[src/verilog/hpb_pkg.sv]
// constants, field layouts and carrier types of the hub-to-pci configuration bridge
package hpb_pkg;

	// ****************************************************************
	// sizes, counts and register map
	// ****************************************************************
	localparam int        NUM_EXT_MASTERS = 6;
	localparam int        NUM_ARB         = NUM_EXT_MASTERS + 1;
	localparam int        ADDR_W          = 8;
	localparam logic [7:0] OFS_CTRL       = 8'h00;
	localparam logic [7:0] OFS_BUSNUM     = 8'h04;
	localparam logic [7:0] OFS_STATUS     = 8'h08;
	localparam int        STAT_BOOT_BIT   = 2;
	localparam int        BUS_SUB_LSB     = 8;
	// claim moments, counted in clocks from the address phase
	localparam logic [2:0] MED_DEC_CYC    = 3'h2;
	localparam logic [2:0] SUB_DEC_CYC    = 3'h4;

	// ****************************************************************
	// bus commands and fixed address patterns
	// ****************************************************************
	localparam logic [3:0]  CMD_SPECIAL   = 4'h1;
	localparam logic [3:0]  CMD_IO_RD     = 4'h2;
	localparam logic [3:0]  CMD_IO_WR     = 4'h3;
	localparam logic [3:0]  CMD_CFG_RD    = 4'hA;
	localparam logic [3:0]  CMD_CFG_WR    = 4'hB;
	localparam logic [31:0] SHUTDOWN_MSG  = 32'h0000_0000;
	localparam logic [4:0]  SHUT_DEV      = 5'h1F;
	localparam logic [2:0]  SHUT_FUNC     = 3'h7;
	localparam logic [5:0]  SHUT_REG      = 6'h00;
	localparam logic [4:0]  OWN_DEV_LO    = 5'h1D;
	localparam logic [15:0] OWN_DEV_HI    = 16'h0000;
	localparam logic [4:0]  IDSEL_LIMIT   = 5'h10;

	// ****************************************************************
	// carrier types
	// ****************************************************************
	typedef enum logic {HS_IDLE, HS_WAIT} hpb_hub_e;

	typedef struct packed {
		logic route_smi;
		logic perr_en;
		logic serr_en;
		logic nmi_en;
		logic sub_mode;
	} hpb_ctrl_s;

	typedef struct packed {
		logic lock_hold;
		logic boot;
		logic perr;
		logic serr;
	} hpb_stat_s;

	typedef struct packed {
		logic        valid;
		logic        is_cfg;
		logic        is_write;
		logic        internal_io;
		logic        lock;
		logic [7:0]  bus;
		logic [4:0]  dev;
		logic [2:0]  func;
		logic [5:0]  reg_num;
		logic [31:0] addr;
		logic [31:0] data;
	} hpb_hub_req_s;

	typedef struct packed {
		logic        valid;
		logic [3:0]  cmd;
		logic [31:0] addr;
		logic [31:0] data;
	} hpb_pci_cyc_s;

	typedef struct packed {
		logic [31:0]        rdata;
		hpb_ctrl_s          ctrl;
		logic [7:0]         sec_bus;
		logic [7:0]         sub_bus;
		hpb_stat_s          stat;
		logic [5:0]         req_s1;
		logic [5:0]         req_s2;
		logic [2:0]         serr_s;
		logic [2:0]         perr_s;
		logic [6:0]         gnt_n;
		logic [2:0]         last;
		logic [2:0]         cnt;
		logic               pend;
		logic               pend_sub;
		logic               pend_ok;
		logic               ext_seen;
		logic               boot_cyc;
		logic               claim;
		hpb_hub_e           hst;
		hpb_pci_cyc_s       pci;
		logic               hub_done;
		logic               hub_err;
		logic               nmi;
		logic               smi;
		logic               serr_oe_n;
	} hpb_state_s;

	localparam hpb_state_s ST_RST = '{req_s1: 6'h3F, req_s2: 6'h3F, serr_s: 3'h7, perr_s: 3'h7,
		gnt_n: 7'h7F, hst: HS_IDLE, serr_oe_n: 1'b1, default: '0};

endpackage
[src/verilog/hpb_bridge.sv]
// hub-to-pci configuration bridge: arbiter, claim decode, config forwarding, error routing
//
// Function
// - arbiter grants six external masters plus internal
// - positive decode claims at medium timing
// - subtractive decode claims late, yields to others
// - boot from card sets status bit 2
// - internal io completes hub side, config forwarded
// - magic config write becomes shutdown special cycle
// - locked slow cycle holds off upstream requests
// - idsel is address line sixteen plus device
// - network function device 8 uses line 24
// - never drive system error, only sample it
// - system error raises nmi or routed smi
// - parity error raises nmi when both enabled; code raises smi instead when route_smi is set
// - only configuration mechanism one supported
// - compare bus against secondary and subordinate
// - type 0 forwarded, device on bits 15:13
// - other devices drive address 31:11 zero
// - configuration cycles are single dword only
// - secondary bus as type 0, beyond as type 1
// - conversion zeros 15:11, keeps 10:1, clears 0
// - internal controllers do no peer traffic
// - all registers reset when core power drops
//
// bus 0 always runs as type 0 unless it is the shutdown write
// an unroutable bus number ends at once with an error pulse
// lock hold withholds external grants only; internal side may move
//
// Design decisions made here: the placing of the registers and strobed register access.
`timescale 1ns/1ps
module hpb_bridge (
	input  wire logic                 clk,
	input  wire logic                 rst,
	input  wire logic [7:0]           reg_addr,
	input  wire logic [31:0]          reg_wdata,
	input  wire logic                 reg_wr,
	input  wire logic                 reg_rd,
	output logic [31:0]               reg_rdata,
	input  wire logic [5:0]           pci_req_n,
	output logic [5:0]                pci_gnt_n,
	input  wire logic                 int_req,
	output logic                      int_gnt_n,
	input  wire logic                 addr_phase,
	input  wire logic                 tgt_hit,
	input  wire logic                 tgt_ctl,
	input  wire logic                 master_ext,
	input  wire logic                 ext_devsel,
	input  wire logic                 boot_cycle,
	output logic                      claim,
	input  wire hpb_pkg::hpb_hub_req_s hub_req,
	output logic                      hub_busy,
	output logic                      hub_done,
	output logic                      hub_err,
	output logic                      upstream_hold,
	output hpb_pkg::hpb_pci_cyc_s     pci_cyc,
	input  wire logic                 pci_done,
	input  wire logic                 serr_n,
	output logic                      serr_out,
	output logic                      serr_oe_n,
	input  wire logic                 perr_n,
	output logic                      nmi,
	output logic                      system_mgmt_interrupt
);

	// ****************************************************************
	// state
	// ****************************************************************
	hpb_pkg::hpb_state_s st_q;
	hpb_pkg::hpb_state_s st_d;
	logic                take;
	logic                shut_hit;
	logic [6:0]          arb_req;

	// request taken only while no forwarded cycle is outstanding
	assign take     = hub_req.valid && (st_q.hst == hpb_pkg::HS_IDLE);
	assign shut_hit = hub_req.is_cfg && hub_req.is_write && (hub_req.bus == st_q.sec_bus)
		&& (hub_req.dev == hpb_pkg::SHUT_DEV) && (hub_req.func == hpb_pkg::SHUT_FUNC)
		&& (hub_req.reg_num == hpb_pkg::SHUT_REG) && (hub_req.data == hpb_pkg::SHUTDOWN_MSG);
	// lock hold masks the external masters only; internal side may still move
	assign arb_req  = {int_req, st_q.stat.lock_hold ? 6'h00 : ~st_q.req_s2};

	// ****************************************************************
	// next-state logic
	// ****************************************************************
	always_comb begin
		int   idx;
		logic found;
		logic fwd;
		idx   = 0;
		found = 1'b0;
		fwd   = 1'b0;
		st_d  = st_q;

		// pin synchronisers; only stage two and later feed logic
		st_d.req_s1 = pci_req_n;
		st_d.req_s2 = st_q.req_s1;
		st_d.serr_s = {st_q.serr_s[1:0], serr_n};
		st_d.perr_s = {st_q.perr_s[1:0], perr_n};

		// register writes; serr, perr and boot status bits clear on a one (lock_hold does not), events below win
		st_d.rdata = 32'h0000_0000;
		if (reg_wr) begin
			case (reg_addr)
				hpb_pkg::OFS_CTRL: begin
					st_d.ctrl = hpb_pkg::hpb_ctrl_s'(reg_wdata[$bits(hpb_pkg::hpb_ctrl_s)-1:0]);
				end
				hpb_pkg::OFS_BUSNUM: begin
					st_d.sec_bus = reg_wdata[7:0];
					st_d.sub_bus = reg_wdata[hpb_pkg::BUS_SUB_LSB +: 8];
				end
				hpb_pkg::OFS_STATUS: begin
					st_d.stat.serr = st_q.stat.serr & ~reg_wdata[0];
					st_d.stat.perr = st_q.stat.perr & ~reg_wdata[1];
					st_d.stat.boot = st_q.stat.boot & ~reg_wdata[hpb_pkg::STAT_BOOT_BIT];
				end
				default: begin
				end
			endcase
		end
		// reads answer the next cycle; unmapped offsets read zero
		if (reg_rd) begin
			case (reg_addr)
				hpb_pkg::OFS_CTRL:   st_d.rdata = 32'(st_q.ctrl);
				hpb_pkg::OFS_BUSNUM: st_d.rdata = {16'h0000, st_q.sub_bus, st_q.sec_bus};
				hpb_pkg::OFS_STATUS: st_d.rdata = 32'(st_q.stat);
				default:             st_d.rdata = 32'h0000_0000;
			endcase
		end

		// round robin arbiter: keep owner while it requests, else rotate
		if ((~st_q.gnt_n & arb_req) == 7'h00) begin
			st_d.gnt_n = 7'h7F;
			for (int i = 1; i <= hpb_pkg::NUM_ARB; i++) begin
				idx = (int'(st_q.last) + i) % hpb_pkg::NUM_ARB;
				if (!found && arb_req[idx]) begin
					st_d.gnt_n[idx] = 1'b0;
					st_d.last       = 3'(idx);
					found           = 1'b1;
				end
			end
		end

		// claim timing; flags captured at the address phase
		st_d.claim = 1'b0;
		if (addr_phase) begin
			st_d.pend     = 1'b1;
			st_d.cnt      = 3'h1;
			st_d.pend_sub = st_q.ctrl.sub_mode;
			st_d.pend_ok  = tgt_hit && !(master_ext && tgt_ctl);
			st_d.ext_seen = 1'b0;
			st_d.boot_cyc = boot_cycle;
		end else if (st_q.pend) begin
			st_d.cnt      = st_q.cnt + 3'h1;
			st_d.ext_seen = st_q.ext_seen | ext_devsel;
			if (!st_q.pend_sub && st_q.cnt == hpb_pkg::MED_DEC_CYC - 3'h1) begin
				st_d.claim = st_q.pend_ok;
				st_d.pend  = 1'b0;
			end
			if (st_q.pend_sub && st_q.cnt == hpb_pkg::SUB_DEC_CYC - 3'h1) begin
				// a positive agent that answered first keeps the cycle
				st_d.claim = st_q.pend_ok && !st_q.ext_seen && !ext_devsel;
				st_d.pend  = 1'b0;
				if (st_q.boot_cyc && (st_q.ext_seen || ext_devsel)) begin
					st_d.stat.boot = 1'b1;
				end
			end
		end

		// hub requests: translate, forward or finish locally
		st_d.pci.valid = 1'b0;
		st_d.hub_done  = 1'b0;
		st_d.hub_err   = 1'b0;
		if (take) begin
			st_d.pci.data = hub_req.data;
			if (!hub_req.is_cfg && hub_req.internal_io) begin
				st_d.hub_done = 1'b1;
			end else if (!hub_req.is_cfg) begin
				fwd          = 1'b1;
				st_d.pci.cmd = hub_req.is_write ? hpb_pkg::CMD_IO_WR : hpb_pkg::CMD_IO_RD;
				st_d.pci.addr = hub_req.addr;
			end else begin
				// bus, device, function and register fields come only in mechanism-one form
				st_d.pci.cmd = hub_req.is_write ? hpb_pkg::CMD_CFG_WR : hpb_pkg::CMD_CFG_RD;
				if (hub_req.bus == 8'h00 && !shut_hit) begin
					fwd = 1'b1;
					if (hub_req.dev >= hpb_pkg::OWN_DEV_LO) begin
						st_d.pci.addr = {hpb_pkg::OWN_DEV_HI, hub_req.dev[2:0], 2'b00,
							hub_req.func, hub_req.reg_num, 2'b00};
					end else begin
						st_d.pci.addr = {21'h000000, hub_req.func, hub_req.reg_num, 2'b00};
					end
				end else if (hub_req.bus == st_q.sec_bus) begin
					fwd = 1'b1;
					if (shut_hit) begin
						st_d.pci.cmd  = hpb_pkg::CMD_SPECIAL;
						st_d.pci.addr = 32'h0000_0000;
						st_d.pci.data = hpb_pkg::SHUTDOWN_MSG;
					end else begin
						// one idsel line per device below 16, none above; 8 lands on line 24
						st_d.pci.addr[31:16] = (hub_req.dev < hpb_pkg::IDSEL_LIMIT) ?
							(16'h0001 << hub_req.dev[3:0]) : 16'h0000;
						st_d.pci.addr[15:0] = {5'h00, hub_req.func, hub_req.reg_num, 2'b00};
					end
				end else if (hub_req.bus > st_q.sec_bus && hub_req.bus <= st_q.sub_bus) begin
					fwd           = 1'b1;
					st_d.pci.addr = {8'h00, hub_req.bus, hub_req.dev, hub_req.func,
						hub_req.reg_num, 2'b01};
				end else begin
					st_d.hub_done = 1'b1;
					st_d.hub_err  = 1'b1;
				end
			end
			if (fwd) begin
				st_d.pci.valid      = 1'b1;
				st_d.hst            = hpb_pkg::HS_WAIT;
				st_d.stat.lock_hold = hub_req.lock;
			end
		end else if (st_q.hst == hpb_pkg::HS_WAIT && pci_done) begin
			st_d.hst            = hpb_pkg::HS_IDLE;
			st_d.hub_done       = 1'b1;
			st_d.stat.lock_hold = 1'b0;
		end

		// error sampling on falling edges of the synchronised pins
		if (st_q.serr_s[2:1] == 2'b10 && st_q.ctrl.serr_en) begin
			st_d.stat.serr = 1'b1;
		end
		if (st_q.perr_s[2:1] == 2'b10 && st_q.ctrl.perr_en) begin
			st_d.stat.perr = 1'b1;
		end
		st_d.nmi = st_q.ctrl.nmi_en && !st_q.ctrl.route_smi && (st_q.stat.serr || st_q.stat.perr);
		st_d.smi = st_q.ctrl.nmi_en && st_q.ctrl.route_smi && (st_q.stat.serr || st_q.stat.perr);
		// the error line is only ever an input here
		st_d.serr_oe_n = 1'b1;
	end

	// ****************************************************************
	// state register; reset mirrors loss of core power
	// ****************************************************************
	always_ff @(posedge clk or posedge rst) begin
		if (rst) begin
			st_q <= hpb_pkg::ST_RST;
		end else begin
			st_q <= st_d;
		end
	end

	// outputs taken straight from the state register
	assign reg_rdata             = st_q.rdata;
	assign pci_gnt_n             = st_q.gnt_n[5:0];
	assign int_gnt_n             = st_q.gnt_n[6];
	assign claim                 = st_q.claim;
	assign hub_busy              = st_q.hst == hpb_pkg::HS_WAIT;
	assign hub_done              = st_q.hub_done;
	assign hub_err               = st_q.hub_err;
	assign upstream_hold         = st_q.stat.lock_hold;
	assign pci_cyc               = st_q.pci;
	assign serr_out              = st_q.serr_oe_n; // idle level only; the enable never opens
	assign serr_oe_n             = st_q.serr_oe_n;
	assign nmi                   = st_q.nmi;
	assign system_mgmt_interrupt = st_q.smi;

	// ****************************************************************
	// assertions
	// ****************************************************************
	property p_claim_pos;
		@(posedge clk) disable iff (rst)
		addr_phase && tgt_hit && !master_ext && !st_q.ctrl.sub_mode |=> !claim ##1 claim;
	endproperty
	a_claim_pos: assert property (p_claim_pos) else $error("positive claim not at medium time");

	property p_claim_sub;
		@(posedge clk) disable iff (rst)
		addr_phase && st_q.ctrl.sub_mode |=> !claim [*3];
	endproperty
	a_claim_sub: assert property (p_claim_sub) else $error("subtractive claim came too early");

	property p_serr_in;
		@(posedge clk) disable iff (rst)
		serr_oe_n && $stable(serr_oe_n);
	endproperty
	a_serr_in: assert property (p_serr_in) else $error("system error line driven");

	property p_err_route;
		@(posedge clk) disable iff (rst)
		st_q.ctrl.nmi_en && st_q.stat.serr |=> (nmi != system_mgmt_interrupt) && (nmi == !$past(st_q.ctrl.route_smi));
	endproperty
	a_err_route: assert property (p_err_route) else $error("error interrupt misrouted");

	property p_perr_off;
		@(posedge clk) disable iff (rst)
		!st_q.ctrl.perr_en && !st_q.stat.perr |=> !st_q.stat.perr;
	endproperty
	a_perr_off: assert property (p_perr_off) else $error("parity flagged while disabled");

	property p_shutdown;
		@(posedge clk) disable iff (rst)
		take && shut_hit |=> pci_cyc.valid && pci_cyc.cmd == hpb_pkg::CMD_SPECIAL && pci_cyc.data == 32'h0;
	endproperty
	a_shutdown: assert property (p_shutdown) else $error("shutdown write not converted");

	property p_idsel;
		@(posedge clk) disable iff (rst)
		take && hub_req.is_cfg && !shut_hit && hub_req.bus != 8'h00 && hub_req.bus == st_q.sec_bus
			&& hub_req.dev < 5'h10 |=> pci_cyc.addr[31:16] == (16'h0001 << $past(hub_req.dev[3:0]))
			&& pci_cyc.addr[15:11] == 5'h00 && !pci_cyc.addr[0];
	endproperty
	a_idsel: assert property (p_idsel) else $error("type 1 to type 0 address wrong");

	property p_t0_zero;
		@(posedge clk) disable iff (rst)
		take && hub_req.is_cfg && hub_req.bus == 8'h00 && hub_req.dev < 5'h1D |=> pci_cyc.addr[31:11] == 21'h0;
	endproperty
	a_t0_zero: assert property (p_t0_zero) else $error("type 0 high address not zero");

	property p_int_io;
		@(posedge clk) disable iff (rst)
		take && !hub_req.is_cfg && hub_req.internal_io |=> hub_done && !pci_cyc.valid;
	endproperty
	a_int_io: assert property (p_int_io) else $error("internal io reached the bus");

	// no external grant survives one edge of lock hold
	property p_lock;
		@(posedge clk) disable iff (rst)
		upstream_hold |=> pci_gnt_n == 6'h3F;
	endproperty
	a_lock: assert property (p_lock) else $error("external grant during lock hold");

	// at most one grant out at any time
	property p_arb_onehot;
		@(posedge clk) disable iff (rst)
		$onehot0(~{int_gnt_n, pci_gnt_n});
	endproperty
	a_arb_onehot: assert property (p_arb_onehot) else $error("more than one grant");

	// claim is a single pulse
	property p_claim_one;
		@(posedge clk) disable iff (rst)
		claim |=> !claim;
	endproperty
	a_claim_one: assert property (p_claim_one) else $error("claim longer than one cycle");

	// bus 0 configuration always reaches the bus
	property p_t0_fwd;
		@(posedge clk) disable iff (rst)
		take && hub_req.is_cfg && hub_req.bus == 8'h00 |=> pci_cyc.valid && hub_busy;
	endproperty
	a_t0_fwd: assert property (p_t0_fwd) else $error("type 0 cycle not forwarded");

	// a downstream bus keeps its type 1 form
	property p_t1_fwd;
		@(posedge clk) disable iff (rst)
		take && hub_req.is_cfg && hub_req.bus > st_q.sec_bus && hub_req.bus <= st_q.sub_bus
			|=> pci_cyc.valid && pci_cyc.addr[1:0] == 2'b01 && pci_cyc.addr[23:16] == $past(hub_req.bus);
	endproperty
	a_t1_fwd: assert property (p_t1_fwd) else $error("type 1 cycle malformed");

	// one transfer per forwarded request
	property p_single;
		@(posedge clk) disable iff (rst)
		pci_cyc.valid |=> !pci_cyc.valid;
	endproperty
	a_single: assert property (p_single) else $error("configuration burst issued");

	// completion of a locked cycle frees the upstream side
	property p_hold_free;
		@(posedge clk) disable iff (rst)
		hub_done |-> !upstream_hold;
	endproperty
	a_hold_free: assert property (p_hold_free) else $error("hold kept after completion");

endmodule

[config.mk]
export PLATFORM = sky130hd
export DESIGN_NAME = hpb_bridge
export DESIGN_NICKNAME = d
export VERILOG_FILES = /design/src/verilog/hpb_pkg.sv /design/src/verilog/hpb_bridge.sv
export SDC_FILE = /design/constraint.sdc
export NUM_CORES = 1
export LEC_CHECK = 0
export BUFFER_PORTS_ARGS = -buffer_cell sky130_fd_sc_hd__buf_2
export CAP_MARGIN = 20
export CORE_MARGIN = 10
export CORE_UTILIZATION = 50
export CTS_CLUSTER_DIAMETER = 200
export DETAILED_ROUTE_END_ITERATION = 8
export PLACE_DENSITY = 0.88
export SETUP_SLACK_MARGIN = 0.02
export SYNTH_ARGS = -nofsm -noshare
export SYNTH_HDL_FRONTEND = slang
export SYNTH_SLANG_ARGS = --single-unit
[constraint.sdc]
create_clock -name clk -period 6 [get_ports clk]
set_clock_uncertainty 0.2 [all_clocks]
set_input_delay 0.6 -clock clk [delete_from_list [all_inputs] [get_ports clk]]
set_output_delay 0.6 -clock clk [all_outputs]
set_load 0.01 [all_outputs]
# After elaboration in Yosys (flattened, before gate mapping)
# Cells that the tools add are included.
[op_classes] n_div=7 eq_ne=12 bitwise=25 n_lt_le_gt_ge=18 n_addsub=8 n_mux=117 n_shift=1 reduce_logical=71
[ops] operator="$ge 32x1->1 const B" n=7
[ops] operator="$lt 32x5->1 const B" n=7
[ops] operator="$mod 32x4->32 const B" n=7
[ops] operator="$mux 32" n=6
[ops] operator="$mux 10" n=13
[ops] operator="$mux 69" n=1
[ops] operator="$mux 34" n=2
[ops] operator="$mux 68" n=1
[ops] operator="$mux 1" n=64
[ops] operator="$not 7->7" n=8
[ops] operator="$and 7x7->7" n=7
[ops] operator="$mux 16" n=3
[ops] operator="$pmux 16 s3" n=1
[ops] operator="$logic_and 1x1->1" n=37
[ops] operator="$mux 36" n=1
[ops] operator="$logic_not 32->1" n=1
[ops] operator="$bmux 1 s3" n=7
[ops] operator="$demux 1 s3" n=7
[ops] operator="$mux 4" n=5
[ops] operator="$add 3x3->4 const B" n=4
[ops] operator="$logic_not 8->1" n=2
[ops] operator="$shl 1x4->16 const A" n=1
[ops] operator="$reduce_and 2->1" n=7
[ops] operator="$logic_not 1->1" n=13
[ops] operator="30 further kinds" n=47
[totals] output_inout_bits=117 register_bits=168

# Logic depth before layout (Yosys ltp)
# Gate-level depths: netlist of the first run.
[depth] word_depth=31 depth_mapped=25 ltp_nobuf=20

# Worst setup path before layout of the first run
# No wires, ideal clock.
[synth_path] path_kind="register -> register" start="reg st_q[84] (netlist name)" end="reg st_q[84] (netlist name)" setup_time_ns=0.071 setup_slack_ns=0.105 arrival_time_ns=5.624 stages_incl_launch_ff=26 path_cell_list="dfrtp_1 buf_2 buf_2 clkbuf_1 clkbuf_1 inv_1 ha_1 xor2_4 inv_2 ha_1 ha_1 inv_1 o211ai_1 nand3_1 ha_1 clkbuf_1 inv_1 a2111oi_0 a211oi_1 mux2i_1 a311o_2 nand2_2 and2_0 o311a_1 or4_1 nand4_1"
[synth_between] elab_chain_len=31 word_cells_on_any_way=74
[synth_rtl] element="start, declared" line="hpb_bridge.sv:69" text="hpb_pkg::hpb_state_s st_q;"
[synth_rtl] element="start signal, assigned" line="hpb_bridge.sv:243" text="st_q <= hpb_pkg::ST_RST;"
[synth_rtl] element="start signal, assigned" line="hpb_bridge.sv:245" text="st_q <= st_d;"
[synth_rtl] element="$add 3x1->4" line="hpb_bridge.sv:135" text="idx = (int'(st_q.last) + i) % hpb_pkg::NUM_ARB;"
[synth_rtl] element="$mod 32x4->32" line="hpb_bridge.sv:135"
[synth_rtl] element="$bmux 1 s3" line="hpb_bridge.sv:136" text="if (!found && arb_req[idx]) begin"
[synth_rtl] element="$mux 1 (not written as such) (2 in series)" line="hpb_bridge.sv:136"
[synth_rtl] element="$mux 1" line="hpb_bridge.sv:136"
[synth_rtl] element="$mux 1" line="hpb_bridge.sv:132" text="if ((~st_q.gnt_n & arb_req) == 7'h00) begin"
[synth_rtl] element="$logic_not 1->1" line="hpb_bridge.sv:136"
[synth_rtl] element="$logic_and 1x1->1" line="hpb_bridge.sv:136"
[synth_rtl] element="[... 14 more ...]"
[synth_rtl] element="$logic_not 1->1" line="hpb_bridge.sv:136"
[synth_rtl] element="$logic_and 1x1->1" line="hpb_bridge.sv:136"
[synth_rtl] element="$mux 1" line="hpb_bridge.sv:136"
[synth_rtl] element="$mux 1" line="hpb_bridge.sv:132"
[synth_rtl] element="$logic_not 1->1" line="hpb_bridge.sv:136"
[synth_rtl] element="$logic_and 1x1->1" line="hpb_bridge.sv:136"
[synth_rtl] element="$ne 8x1->1 (no line)"
[synth_rtl] element="$reduce_and 2->1 (no line)"
# Several ways; a longest one is shown, not always the timed one. The select of a mux whose other input is x is not followed.
# A chain may end at the register's enable or synchronous reset.

# Worst setup path in the final report of the first run
[layout_path] start="reg st_q[85] (netlist name)" end="reg st_q, in the netlist pci_gnt_n[1]"
[layout_between] elab_chain_len=30 word_cells_on_any_way=120
[layout_rtl] element="branches (longest 29 deep; another with $mod 32x4->32)"
[layout_rtl] element="$mux 10 (*)" line="hpb_bridge.sv:136"
# Mark *: on every way between the ends. The select of a mux whose other input is x is not followed.

==> qor.log, run 1 <==
qor: floorplan.die-area 0.0288 sq mm
qor: power.cellInternalPower 4060 uW
qor: worst_setup_path.r2r-start st_q[85]$_DFFE_PP0P_
qor: layout.post-route-util 56.8%
qor: logic_synthesis.number_of_synthesized_flops_with_an_enable_pin 0
qor: floorplan.io-pin-count 268
qor: floorplan.rows 54
qor: power.irDropWorstVdd 0.322 mV
qor: timing.worst_slew_pin_slew 0.939 ns
qor: drt.drt_wl_total 34600 um
qor: cts.cell_at_the_root_of_the_clock_tree clkbuf_16
qor: layout.layout.nets 1526
qor: cts.cts_tree built
qor: cts.clock_tree.buffer_depth 2
qor: layout.layout.cells.most_common buf_2
qor: placed_design.dp.final_hpwl 26300 um
qor: worst_setup_path.critical_path_required 6.16 ns
qor: grt.pin_count_of_the_biggest_net_entering_global_routing 92
qor: drt.avgRoutedWirePerCell 21.3 um
qor: layout.n_fill_cell 1860
qor: drt.detail_route.drc_violations 0
qor: worst_setup_path.r2r_setup_slack 0.34 ns
qor: power.p_comb_share 71.0%
qor: worst_setup_path.path_max_fanout 10
qor: layout.mostFrequentLayoutCells buf_2 (232), dfrtp_1 (126), mux2_2 (101), nor2_1 (85), nand2_1 (68)
qor: grt.first_global_vias 10000
qor: placed_design.place_inst 1588
qor: grt.antenna_found_initial 2
qor: logic_synthesis.yosys.cell_types.count 95
qor: worst_setup_path.max_stage_delay 0.58 ns
qor: worst_setup_path.crit_cells 17
qor: logic_synthesis.total_number_of_yosys_warnings 0
qor: power.power.sequential.fraction 16.0%
qor: floorplan.fp.coreArea 0.0220 sq mm
qor: logic_synthesis.post_synth_inst_count 1208
qor: worst_setup_path.critical-path-slowest-cell o32ai_2
qor: layout.multiInputGateArea 0.00620 sq mm
qor: worst_setup_path.timing.critical_path.max_delay_family compound AO/OA/AOI/OAI gates
qor: power.netSwitchingPower 4360 uW
qor: timing.finalCriticalPeriod 5.66 ns
qor: hold_path.timing.hold.worst.class input pin to flop
qor: power.p_clk_share 13.0%
qor: grt.grt_first_pass_wirelength 54000 um
qor: worst_setup_path.worstSetupStartpoint st_q[85]$_DFFE_PP0P_
qor: placed_design.count_of_buffers_inserted_at_the_top_level_ports 232
qor: status.run_status finished clean
qor: timing.final-hold-violation-count 0
qor: power.total_leakage_power 0.00569 uW
qor: cts.postCtsHoldBufs 0
qor: drt.num_vias 10100
qor: drt.firstDrtPassIters 6
qor: worst_setup_path.crit_type flop to flop
qor: logic_synthesis.syn_avg_cell_area 9.28 sq um
qor: grt.gr-total-overflow 0
qor: cts.numClockSinks 151
qor: grt.global_route.usage.total 23.3%
qor: timing.setup_viol_count_final 0
qor: floorplan.die_y 170 um
qor: layout.finish.instance_area 0.0125 sq mm
qor: power.power_density 676 mW/mm^2
qor: timing.finalCritPeriodShare 94.4%
qor: worst_setup_path.worst_r2r_path_cells 17
qor: logic_synthesis.synth_async_sr_flop_share 100%
qor: worst_setup_path.worst_r2r_endpoint pci_gnt_n[1]$_DFFE_PP1N_
qor: drt.final_antenna_net_count 0
qor: placed_design.dpl-instance-area 0.0119 sq mm
qor: cts.clkTransAtPathRegs 0.07 ns
qor: cts.cts_setup_buffers 0
qor: worst_setup_path.timing.critical_path.from_type flop
qor: logic_synthesis.synth-seq-cells 151
qor: worst_setup_path.critical_path.endpoint pci_gnt_n[1]$_DFFE_PP1N_
qor: layout.post_route_cells_drive_above_1_share 34.4%
qor: timing.drv_slew 0
qor: worst_setup_path.critical_path.endpoint_type flop
qor: logic_synthesis.ys_seq_area_share 34.0%
qor: floorplan.start_util 51.0%
qor: timing.sum_of_negative_setup_slack 0 ns
qor: cts.htree_levels 4
qor: worst_setup_path.path_buf_inv 2
qor: layout.areaGrowthSynthToFinish 11.2%
qor: worst_setup_path.critical_path_s_most_frequent_cell ha_1
qor: worst_setup_path.worstPathArrival 5.82 ns
qor: power.sw_frac_of_total 51.8%
qor: worst_setup_path.path_cells inv_1 -> ha_2 -> xor2_4 -> ha_1 -> ha_1 -> a31oi_1 -> xnor2_1 -> ha_1 -> inv_1 -> o32ai_2 -> mux2i_1 -> a21oi_1 -> o21ai_1 -> o211a_2 -> nand3_1 -> or3_1 -> a32o_1
qor: timing.relSlewSlack 37.4%
qor: logic_synthesis.yosys_most_used_dff dfrtp_1
qor: floorplan.die_x 170 um
qor: drt.via_per_inst 6.21
qor: cts.insertion_delay 0.42 ns
qor: drt.first_iter_violations 925
qor: timing.maxClockFrequency 177 MHz
qor: cts.cts_buffers 17
qor: job.cap_viol_max_count 0
qor: layout.area.sequential 0.00381 sq mm
qor: logic_synthesis.syn_area 0.0112 sq mm
qor: layout.finish.cell_count_without_fillers 1622
qor: placed_design.gp_congestion 1.01
worst min path at each step:
| stage | from | to | cells after the start |
|---|---|---|---|
| after floorplan | st_d[95]$_DFF_PP1_ | st_d[96]$_DFF_PP1_ | 0 |
| after global placement | st_d[103]$_DFF_PP1_ | st_q[103]$_DFF_PP1_ | 0 |
| after detailed placement | st_d[100]$_DFF_PP1_ | st_q[100]$_DFF_PP1_ | 0 |
| after CTS | perr_n | st_d[95]$_DFF_PP1_ | 1 |
| after global routing | pci_req_n[2] | st_d[102]$_DFF_PP1_ | 1 |
| final | perr_n | st_d[95]$_DFF_PP1_ | 1 |
Yosys cell counts, types with 12 or more instances:
library cell,number,share of area [%]
ha_1,47,5.2
a21oi_1,43,1.9
and3_1,21,1.2
o21ai_0,35,1.6
o21a_1,12,0.80
mux2_2,101,10
or3_1,17,0.95
buf_4,110,7.4
inv_1,52,1.7
a21o_1,12,0.80
nand2_1,68,2.3
nor4_1,19,1.1
nand2b_1,16,0.89
nor3_1,22,0.98
dfstp_2,25,5.9
dfrtp_1,126,28
o2bb2ai_1,12,0.94
nor2b_1,19,1.1
xnor2_1,14,1.1
mux2i_1,16,1.4
nand3_1,37,1.7
a31oi_1,14,0.78
clkbuf_1,40,1.3
nor2_1,85,2.8
nand4_1,16,0.89
or2_2,17,0.95
kinds of logic after synthesis:
logic type | synth area share, %
simple gates | 18.7
compound gates | 17.2
buf+inv | 11.3
flops | 34.0
mux | 11.6
fa+ha+maj | 5.42
xor+xnor | 1.74
other cells | 0.0670
routing by layer:
| metal | share of wire (%) | vias to the layer above | global-route usage [%] |
|---|---|---|---|
| li1 | - | 4530 | - |
| met1 | 39 | 4974 | 28.1 |
| met2 | 50 | 494 | 40.0 |
| met3 | 8.6 | 70 | 5.63 |
| met4 | 2.5 | 0 | 7.36 |
| met5 | 0 | - | 0 |
worst reg2reg max path: stages, from the launching register on:
cell     delay, ns
dfrtp_1       0.41
inv_1         0.27
ha_2          0.38
xor2_4        0.30
ha_1          0.22
ha_1          0.35
a31oi_1       0.10
xnor2_1       0.38
ha_1          0.34
inv_1         0.16
o32ai_2       0.58
mux2i_1       0.50
a21oi_1       0.13
o21ai_1       0.16
o211a_2       0.26
nand3_1       0.21
or3_1         0.40
a32o_1        0.25
per-stage QoR:
step	total power [uW]	hold slack (ns)	setup WS [ns]
4_1_cts	8260	0.0536	0.348
6_report	8430	0.0688	0.339
5_1_grt	8970	0.0566	-0.0171
2_1_floorplan	5920	0.145	0.105
3_3_place_gp	6970	0.146	0.560
3_5_place_dp	7130	0.147	0.367
repair_timing:
item | in CTS | in global routing
setup endpoints to repair | 0 | 8
endpoints found under the hold margin | 0 | 0
gates resized for setup | 0 | 2
flip-flops by register name, summed over array words and instances (netlist names), 6 cells and up:
name	cells
pci_cyc	68
st_d	10
st_q	43
pci_gnt_n	6
reg_rdata	16
cell type report:
class	count	area share, %
clock buffers	17	3.41
repair buffers	249	10.3
diodes	2	0.0402
multi-input cells	853	49.8
well taps	280	2.81
clock inverters	15	1.35
inverters	55	1.72
flip-flops and latches	151	30.6
power groups by stage:
stage / logic [uW] / registers (uW) / clock network, uW
after floorplan: 4590 / 1330 / 0
after global placement: 5620 / 1350 / 0
after detailed placement: 5770 / 1360 / 0
after CTS: 5800 / 1350 / 1120
after global routing: 6450 / 1370 / 1160
final: 5980 / 1350 / 1100
No activity file was read; power rests on OpenSTA's default activity.
==> run 2: changes to the inputs <==
- ABC_AREA: not set -> 1
- PLACE_DENSITY: 0.88 -> 0.89
==> run 2 against run 1 <==
Cell count rose by 18%; routed wire length fell by 8.0%; largest power group unchanged; count of clock-buffer cells in the layout grew 5; fmax is 17% higher; sequential share of layout area increased by 1.0 points; sequential cell count stayed put; power shrank 20%; combinational power decreased by 27%.
==> qor.log, run 2 <==
qor: placed_design.gp_congestion 0.979 [-2.6%]
qor: timing.finalCritPeriodShare 80.8% [-14 points]
qor: grt.grt_first_pass_wirelength 51400 um [-4.9%]
qor: cts.clock_tree.buffer_depth 2 [unchanged]
qor: layout.post-route-util 57.0% [+0.21 points]
qor: layout.area.sequential 0.00381 sq mm [unchanged]
qor: floorplan.die-area 0.0279 sq mm [-3.1%]
qor: placed_design.count_of_buffers_inserted_at_the_top_level_ports 232 [unchanged]
qor: placed_design.place_inst 1886 [+19%]
qor: floorplan.die_y 167 um [-1.6%]
qor: floorplan.rows 53 [-1.9%]
qor: grt.antenna_found_initial 4 [+2]
qor: layout.largest_register_ffs 68 [unchanged]
qor: logic_synthesis.yosys-top-cells-count nand2_1 (431), inv_1 (138), nor2_1 (130)
qor: worst_setup_path.timing.critical_path.from_type flop
qor: timing.timing.final.ws_setup 1.15 ns [+0.814 ns]
qor: layout.areaGrowthSynthToFinish 11.4%
qor: cts.postCtsHoldBufs 0 [unchanged]
qor: logic_synthesis.synth.top_cells.by_area dfrtp_1 (29%), nand2_1 (15%), buf_4 (7.6%)
qor: drt.via_per_inst 5.38 [-13%]
qor: timing.grt_setup_unrepaired no
qor: logic_synthesis.synth_most_common_cell nand2_1
qor: worst_setup_path.worstPathArrival 4.95 ns [-0.87 ns]
qor: drt.detail_route.drc_violations 0 [unchanged]
qor: logic_synthesis.yosys_most_used_dff dfrtp_1
qor: power.irDropWorstVdd 0.336 mV [+4.5%]
qor: drt.avgRoutedWirePerCell 16.6 um [-22%]
qor: placed_design.dp_worst_setup_slack 1.27 ns [+0.903 ns]
qor: timing.setup_viol_count_final 0 [unchanged]
qor: logic_synthesis.synth-seq-cells 151 [unchanged]
qor: logic_synthesis.synth_async_sr_flop_share 100% [unchanged]
qor: layout.post_route_cells_drive_above_1_share 23.6% [-11 points]
qor: timing.final-hold-violation-count 0 [unchanged]
qor: cts.insertion_delay 0.42 ns [about the same]
qor: timing.finalCriticalPeriod 4.85 ns [-0.814 ns]
qor: timing.worst_slew_pin_slew 0.976 ns [+0.0368 ns]
qor: drt.num_vias 10300 [+2.6%]
qor: floorplan.die_x 167 um [-1.6%]
qor: logic_synthesis.syn_avg_cell_area 7.21 sq um [-22%]
qor: job.cap_viol_max_count 0 [unchanged]
qor: timing.sum_of_negative_setup_slack 0 ns [unchanged]
qor: layout.finish.cell_count_without_fillers 1920 [+18%]
qor: timing.final.hold.worst_slack 0.0694 ns [+0.000607 ns]
qor: worst_setup_path.critical_path.endpoint_type flop
qor: drt.drt_wl_total 31800 um [-8.0%]
qor: cts.htree_levels 4 [unchanged]
qor: drt.firstDrtPassIters 8 [+2]
qor: logic_synthesis.synth_top_cell_area_share 29.1% [+1.0 points]
qor: logic_synthesis.syn_area 0.0108 sq mm [-3.5%]
qor: grt.global_route.usage.total 22.2% [-1.1 points]
qor: layout.n_fill_cell 1891 [+1.7%]
qor: worst_setup_path.critical_path_required 6.10 ns [-0.06 ns]
qor: cts.numClockSinks 151 [unchanged]
qor: cts.cts_tree built
qor: worst_setup_path.worstSetupStartpoint st_q[85]$_DFFE_PP0P_
qor: hold_path.holdCritStartpoint pci_req_n[2]
qor: timing.drv_slew 0 [unchanged]
qor: grt.pin_count_of_the_biggest_net_entering_global_routing 89 [-3.3%]
qor: drt.first_iter_violations 830 [-10%]
qor: logic_synthesis.yosys.cell_types.count 55 [-42%]
qor: logic_synthesis.yosysTopAreaCell dfrtp_1
qor: cts.cts_setup_buffers 0 [unchanged]
qor: power.total_leakage_power 0.00644 uW [+13%]
qor: status.run_status finished clean
qor: drt.final_antenna_net_count 0 [unchanged]
qor: floorplan.io-pin-count 268 [unchanged]
qor: logic_synthesis.number_of_synthesized_flops_with_an_enable_pin 0 [unchanged]
qor: worst_setup_path.r2r-start st_q[85]$_DFFE_PP0P_
qor: cts.cts_buffers 17 [unchanged]
qor: placed_design.dp.final_hpwl 24400 um [-7.2%]
qor: logic_synthesis.total_number_of_yosys_warnings 0 [unchanged]
qor: layout.multiInputGateArea 0.00552 sq mm [-11%]
qor: grt.gr-total-overflow 0 [unchanged]
qor: floorplan.start_util 51.1% [+0.084 points]
qor: logic_synthesis.post_synth_inst_count 1500 [+24%]
qor: worst_setup_path.crit_type flop to flop
qor: power.power_density 558 mW/mm^2 [-17%]
qor: layout.layout.nets 1829 [+20%]
qor: layout.mostFrequentLayoutCells nand2_1 (431), buf_2 (232), inv_1 (137), nor2_1 (130), dfrtp_1 (126)
qor: logic_synthesis.ys_seq_area_share 35.2% [+1.2 points]
qor: floorplan.fp.coreArea 0.0212 sq mm [-3.7%]
qor: cts.clkTransAtPathRegs 0.07 ns [about the same]
qor: cts.cts-resized-gates 0 [unchanged]
qor: grt.first_global_vias 10300 [+3.1%]
qor: timing.relSlewSlack 34.9% [-2.5 points]
qor: worst_setup_path.path_max_fanout 10 [unchanged]
qor: layout.layout.cells.most_common nand2_1
qor: timing.maxClockFrequency 206 MHz [+17%]
qor: hold_path.timing.hold.worst.class input pin to flop
qor: cts.cell_at_the_root_of_the_clock_tree clkbuf_16
run 2: through the flow:
| step | total power [uW] | area [sq um] |
|---|---|---|
| 2_1_floorplan | 4820 | 10900 |
| 3_3_place_gp | 5450 | 11500 |
| 3_5_place_dp | 5600 | 11500 |
| 4_1_cts | 6680 | 12000 |
| 5_1_grt | 7320 | 12000 |
| 6_report | 6720 | 12100 |
run 2: final timing paths:
path                            cells past startpoint                       to  slack [ns]
min in group asynchronous                           2  pci_cyc[24]$_DFFE_PP0P_        0.13
worst max-delay path                               22     st_q[84]$_DFFE_PP0P_        1.15
worst min-delay path                                1      st_d[102]$_DFF_PP1_        0.07
max in group asynchronous                           3  reg_rdata[13]$_DFF_PP0_        4.13
worst max register to register                     22     st_q[84]$_DFFE_PP0P_        1.15
worst min register to register                      0      st_q[104]$_DFF_PP1_        0.15
run 2: per-layer routing:
| layer | GRT usage (%) | wire [um] | up-vias |
|---|---|---|---|
| met3 | 6.68 | 2700 | 85 |
| met2 | 39.0 | 16100 | 479 |
| met5 | 0 | 32 | - |
| met1 | 24.3 | 12000 | 4768 |
| met4 | 9.16 | 958 | 4 |
| li1 | - | - | 4997 |
run 2: layout make-up:
| cell class | count | share of cell area, % |
|---|---|---|
| inverter | 155 | 4.91 |
| tap | 275 | 2.86 |
| sequential | 151 | 31.6 |
| timing repair buffer | 237 | 10.0 |
| antenna | 2 | 0.0415 |
| multi-input combinational | 1068 | 45.8 |
| clock buffer | 22 | 4.12 |
| clock inverter | 10 | 0.675 |
run 2: logic make-up after synthesis:
kind of cell	Yosys count	share of synthesized area, %
AOI/OAI and AO/OA	194	10.1
xor gates and xnor gates	8	0.717
and+or+nand+nor	799	33.8
other	2	0.0694
buffers and inverters	298	14.4
DFF	151	35.2
adders and majority gates	48	5.62
run 2: power by group:
| group | internal, uW | switching [uW] | total, uW | leakage (uW) |
|---|---|---|---|---|
| clock network | 598 | 442 | 1040 | 0.000289 |
| registers | 1200 | 118 | 1320 | 0.00181 |
| logic | 1360 | 3000 | 4360 | 0.00433 |
run 2: critical path, cell delays in order, from the launching register on:
cell      delay, ns
dfrtp_1        0.62
inv_2          0.19
ha_1           0.54
inv_2          0.20
ha_1           0.25
ha_1           0.19
inv_1          0.14
nand2_2        0.12
xor2_1         0.30
ha_1           0.25
nand3_2        0.12
o211ai_1       0.18
nand2_1        0.11
nand2_2        0.18
nand2_1        0.08
nand3_1        0.11
nand2_1        0.12
nor3b_4        0.35
nand2_4        0.13
nor2_1         0.11
nor2_1         0.05
o21ai_1        0.10
nand2_1        0.07
==> run 3: changes to the inputs <==
- ABC_AREA: 1 -> 0
- CORE_UTILIZATION: 50 -> 55
- PLACE_DENSITY: 0.89 -> 0.92
- clock period: 6 -> 4.65 ns (I/O delays scaled with it)
==> run 3 against run 2 <==
Via count increased by 0.89%; combinational power grew 120%; design area up 11%; non-clock buffer count grew 78; largest power group unchanged.
==> qor.log, run 3 (synthesis gave the netlist of run 1 again) <==
qor: power.total_leakage_power 0.00605 uW [-6.0%]
qor: drt.final_antenna_net_count 0 [unchanged]
qor: layout.finish.instance_area 0.0134 sq mm [+11%]
qor: layout.areaGrowthSynthToFinish 19.6%
qor: layout.post_route_cells_drive_above_1_share 40.9% [+17 points]
qor: power.power_density 955 mW/mm^2 [+71%]
qor: placed_design.dp_worst_setup_slack -0.0555 ns [-1.32 ns]
qor: grt.first_global_vias 10600 [+2.7%]
qor: grt.gr-total-overflow 0 [unchanged]
qor: grt.antenna_found_initial 0 [-4]
qor: timing.worst_slew_pin_slew 0.796 ns [-0.180 ns]
qor: drt.first_iter_violations 920 [+11%]
qor: placed_design.dp.final_hpwl 27400 um [+12%]
qor: cts.clock_tree.buffer_depth 2 [unchanged]
qor: worst_setup_path.timing.critical_path.from_type flop
qor: timing.sum_of_negative_setup_slack 0 ns [unchanged]
qor: timing.drv_slew 0 [unchanged]
qor: drt.detail_route.drc_violations 0 [unchanged]
qor: layout.n_fill_cell 1504 [-20%]
qor: floorplan.die_x 163 um [-2.6%]
qor: placed_design.count_of_buffers_inserted_at_the_top_level_ports 232 [unchanged]
qor: placed_design.dpl-instance-area 0.0125 sq mm [+9.1%]
qor: power.total_power_draw 12800 uW [+90%]
qor: cts.htree_levels 4 [unchanged]
qor: worst_setup_path.worstPathArrival 4.69 ns [-0.26 ns]
qor: timing.finalCriticalPeriod 4.52 ns [-0.330 ns]
qor: hold_path.holdCritStartpoint pci_done
qor: cts.insertion_delay 0.43 ns [about the same]
qor: drt.avgRoutedWirePerCell 22.3 um [+35%]
qor: floorplan.die-area 0.0265 sq mm [-5.1%]
qor: worst_setup_path.r2r-start st_q[85]$_DFFE_PP0P_
qor: floorplan.io-pin-count 268 [unchanged]
qor: cts.cell_at_the_root_of_the_clock_tree clkbuf_16
qor: layout.insertedDiodeCount 0 [-2]
qor: timing.timing.final.ws_setup 0.133 ns [-1.02 ns]
qor: cts.numClockSinks 151 [unchanged]
qor: timing.final-hold-violation-count 0 [unchanged]
qor: worst_setup_path.critical_path.endpoint_type flop
qor: timing.grt_setup_unrepaired yes
qor: timing.final.hold.worst_slack 0.0262 ns [-0.0432 ns]
qor: floorplan.rows 52 [-1.9%]
qor: layout.layout.cells.most_common buf_2
qor: worst_setup_path.crit_type flop to flop
qor: drt.drt_wl_total 37400 um [+17%]
qor: cts.clkTransAtPathRegs 0.08 ns [about the same]
qor: grt.global_route.usage.total 27.3% [+5.1 points]
qor: grt.pin_count_of_the_biggest_net_entering_global_routing 152 [+71%]
qor: layout.largest_register_ffs 68 [unchanged]
qor: drt.firstDrtPassIters 5 [-3]
qor: timing.finalCritPeriodShare 97.1% [+16 points]
qor: cts.cts_buffers 17 [unchanged]
qor: drt.num_vias 10400 [+0.89%]
qor: drt.via_per_inst 6.22 [+16%]
qor: worst_setup_path.r2r_setup_slack 0.13 ns [-1.02 ns]
qor: job.cap_viol_max_count 0 [unchanged]
qor: timing.maxClockFrequency 221 MHz [+7.3%]
qor: floorplan.start_util 55.6% [+4.4 points]
qor: floorplan.die_y 163 um [-2.6%]
qor: layout.mostFrequentLayoutCells buf_2 (232), dfrtp_1 (124), mux2_2 (101), nor2_1 (84), buf_4 (69)
qor: worst_setup_path.worst_r2r_path_cells 15 [-32%]
qor: power.irDropWorstVdd 0.536 mV [+59%]
qor: layout.layout.nets 1592 [-13%]
qor: floorplan.fp.coreArea 0.0202 sq mm [-4.7%]
qor: worst_setup_path.worst_r2r_endpoint st_q[86]$_DFFE_PP0P_
qor: hold_path.timing.hold.worst.class input pin to flop
qor: status.run_status finished clean
qor: grt.grt_first_pass_wirelength 57800 um [+12%]
qor: hold_path.hold_end hub_busy$_DFFE_PP0P_
qor: timing.setup_viol_count_final 0 [unchanged]
qor: worst_setup_path.path_max_fanout 6 [-4]
qor: hold_path.timing.hold.worst_path_depth 2 [+1]
qor: worst_setup_path.critical_path_required 4.82 ns [-1.28 ns]
qor: cts.cts_tree built
qor: timing.relSlewSlack 46.9% [+12 points]
qor: placed_design.gp_congestion 1.00 [+2.1%]
[run 3: power by group]
group / total (uW) / internal (uW) / leakage, uW / switching [uW]
combinational: 9630 / 4140 / 0.00391 / 5490
sequential: 1740 / 1580 / 0.00184 / 161
clock: 1430 / 787 / 0.000295 / 648
[run 3: layer usage]
layer  vias to the layer above  global-route usage (%)  wire length, um
met4                         0                    11.7             1440
met5                         -                       0                0
li1                       4661                       -                -
met2                       630                    47.0            18700
met1                      5014                    31.9            14000
met3                       120                    6.52             3280
[run 3: worst max-delay path by stage]
stage,startpoint,end,cells past startpoint
floorplan,st_q[84]$_DFFE_PP0P_,pci_gnt_n[1]$_DFFE_PP1N_,25
global placement,st_q[85]$_DFFE_PP0P_,int_gnt_n$_DFFE_PP1N_,15
detailed placement,st_q[85]$_DFFE_PP0P_,st_q[85]$_DFFE_PP0P_,18
CTS,st_q[85]$_DFFE_PP0P_,st_q[86]$_DFFE_PP0P_,15
global route,st_q[85]$_DFFE_PP0P_,pci_gnt_n[2]$_DFFE_PP1N_,16
finish,st_q[85]$_DFFE_PP0P_,st_q[86]$_DFFE_PP0P_,15
[run 3: layout make-up]
class	count	area, sq um	share of cell area, %
timing repair buffer	315	1860	13.9
multi-input combinational	853	6580	49.1
clock buffer	19	453	3.38
tap	270	338	2.52
sequential	151	3810	28.4
inverter	55	234	1.75
clock inverter	13	135	1.01
[run 3: per-stage QoR]
step | std cells | utilization [%]
final | 1676 | 66.5
after global routing | 1676 | 66.5
after CTS | 1668 | 65.5
after detailed placement | 1626 | 62.0
after global placement | 1626 | 62.0
after floorplan | 1225 | -
[run 3: critical path: stages, from the launching register on]
cell      delay [ns]
dfrtp_2         0.43
clkinv_4        0.12
ha_4            0.22
a21o_1          0.21
a221oi_2        0.31
ha_2            0.25
fa_1            0.47
mux2i_2         0.25
or2_4           0.20
a311oi_1        0.09
a31o_1          0.21
a211o_1         0.38
or3_4           0.45
o31a_1          0.32
a32oi_1         0.20
or4_1           0.14
[run 3: timing repair]
| item | CTS | global route |
|---|---|---|
| hold endpoints to repair | 8 | 0 |
| endpoints found under the setup margin | 5 | 10 |
| setup buffers | 2 | 8 |
| hold buffers | 8 | 0 |
| pin swaps | 2 | 17 |
| resized for setup | 6 | 31 |
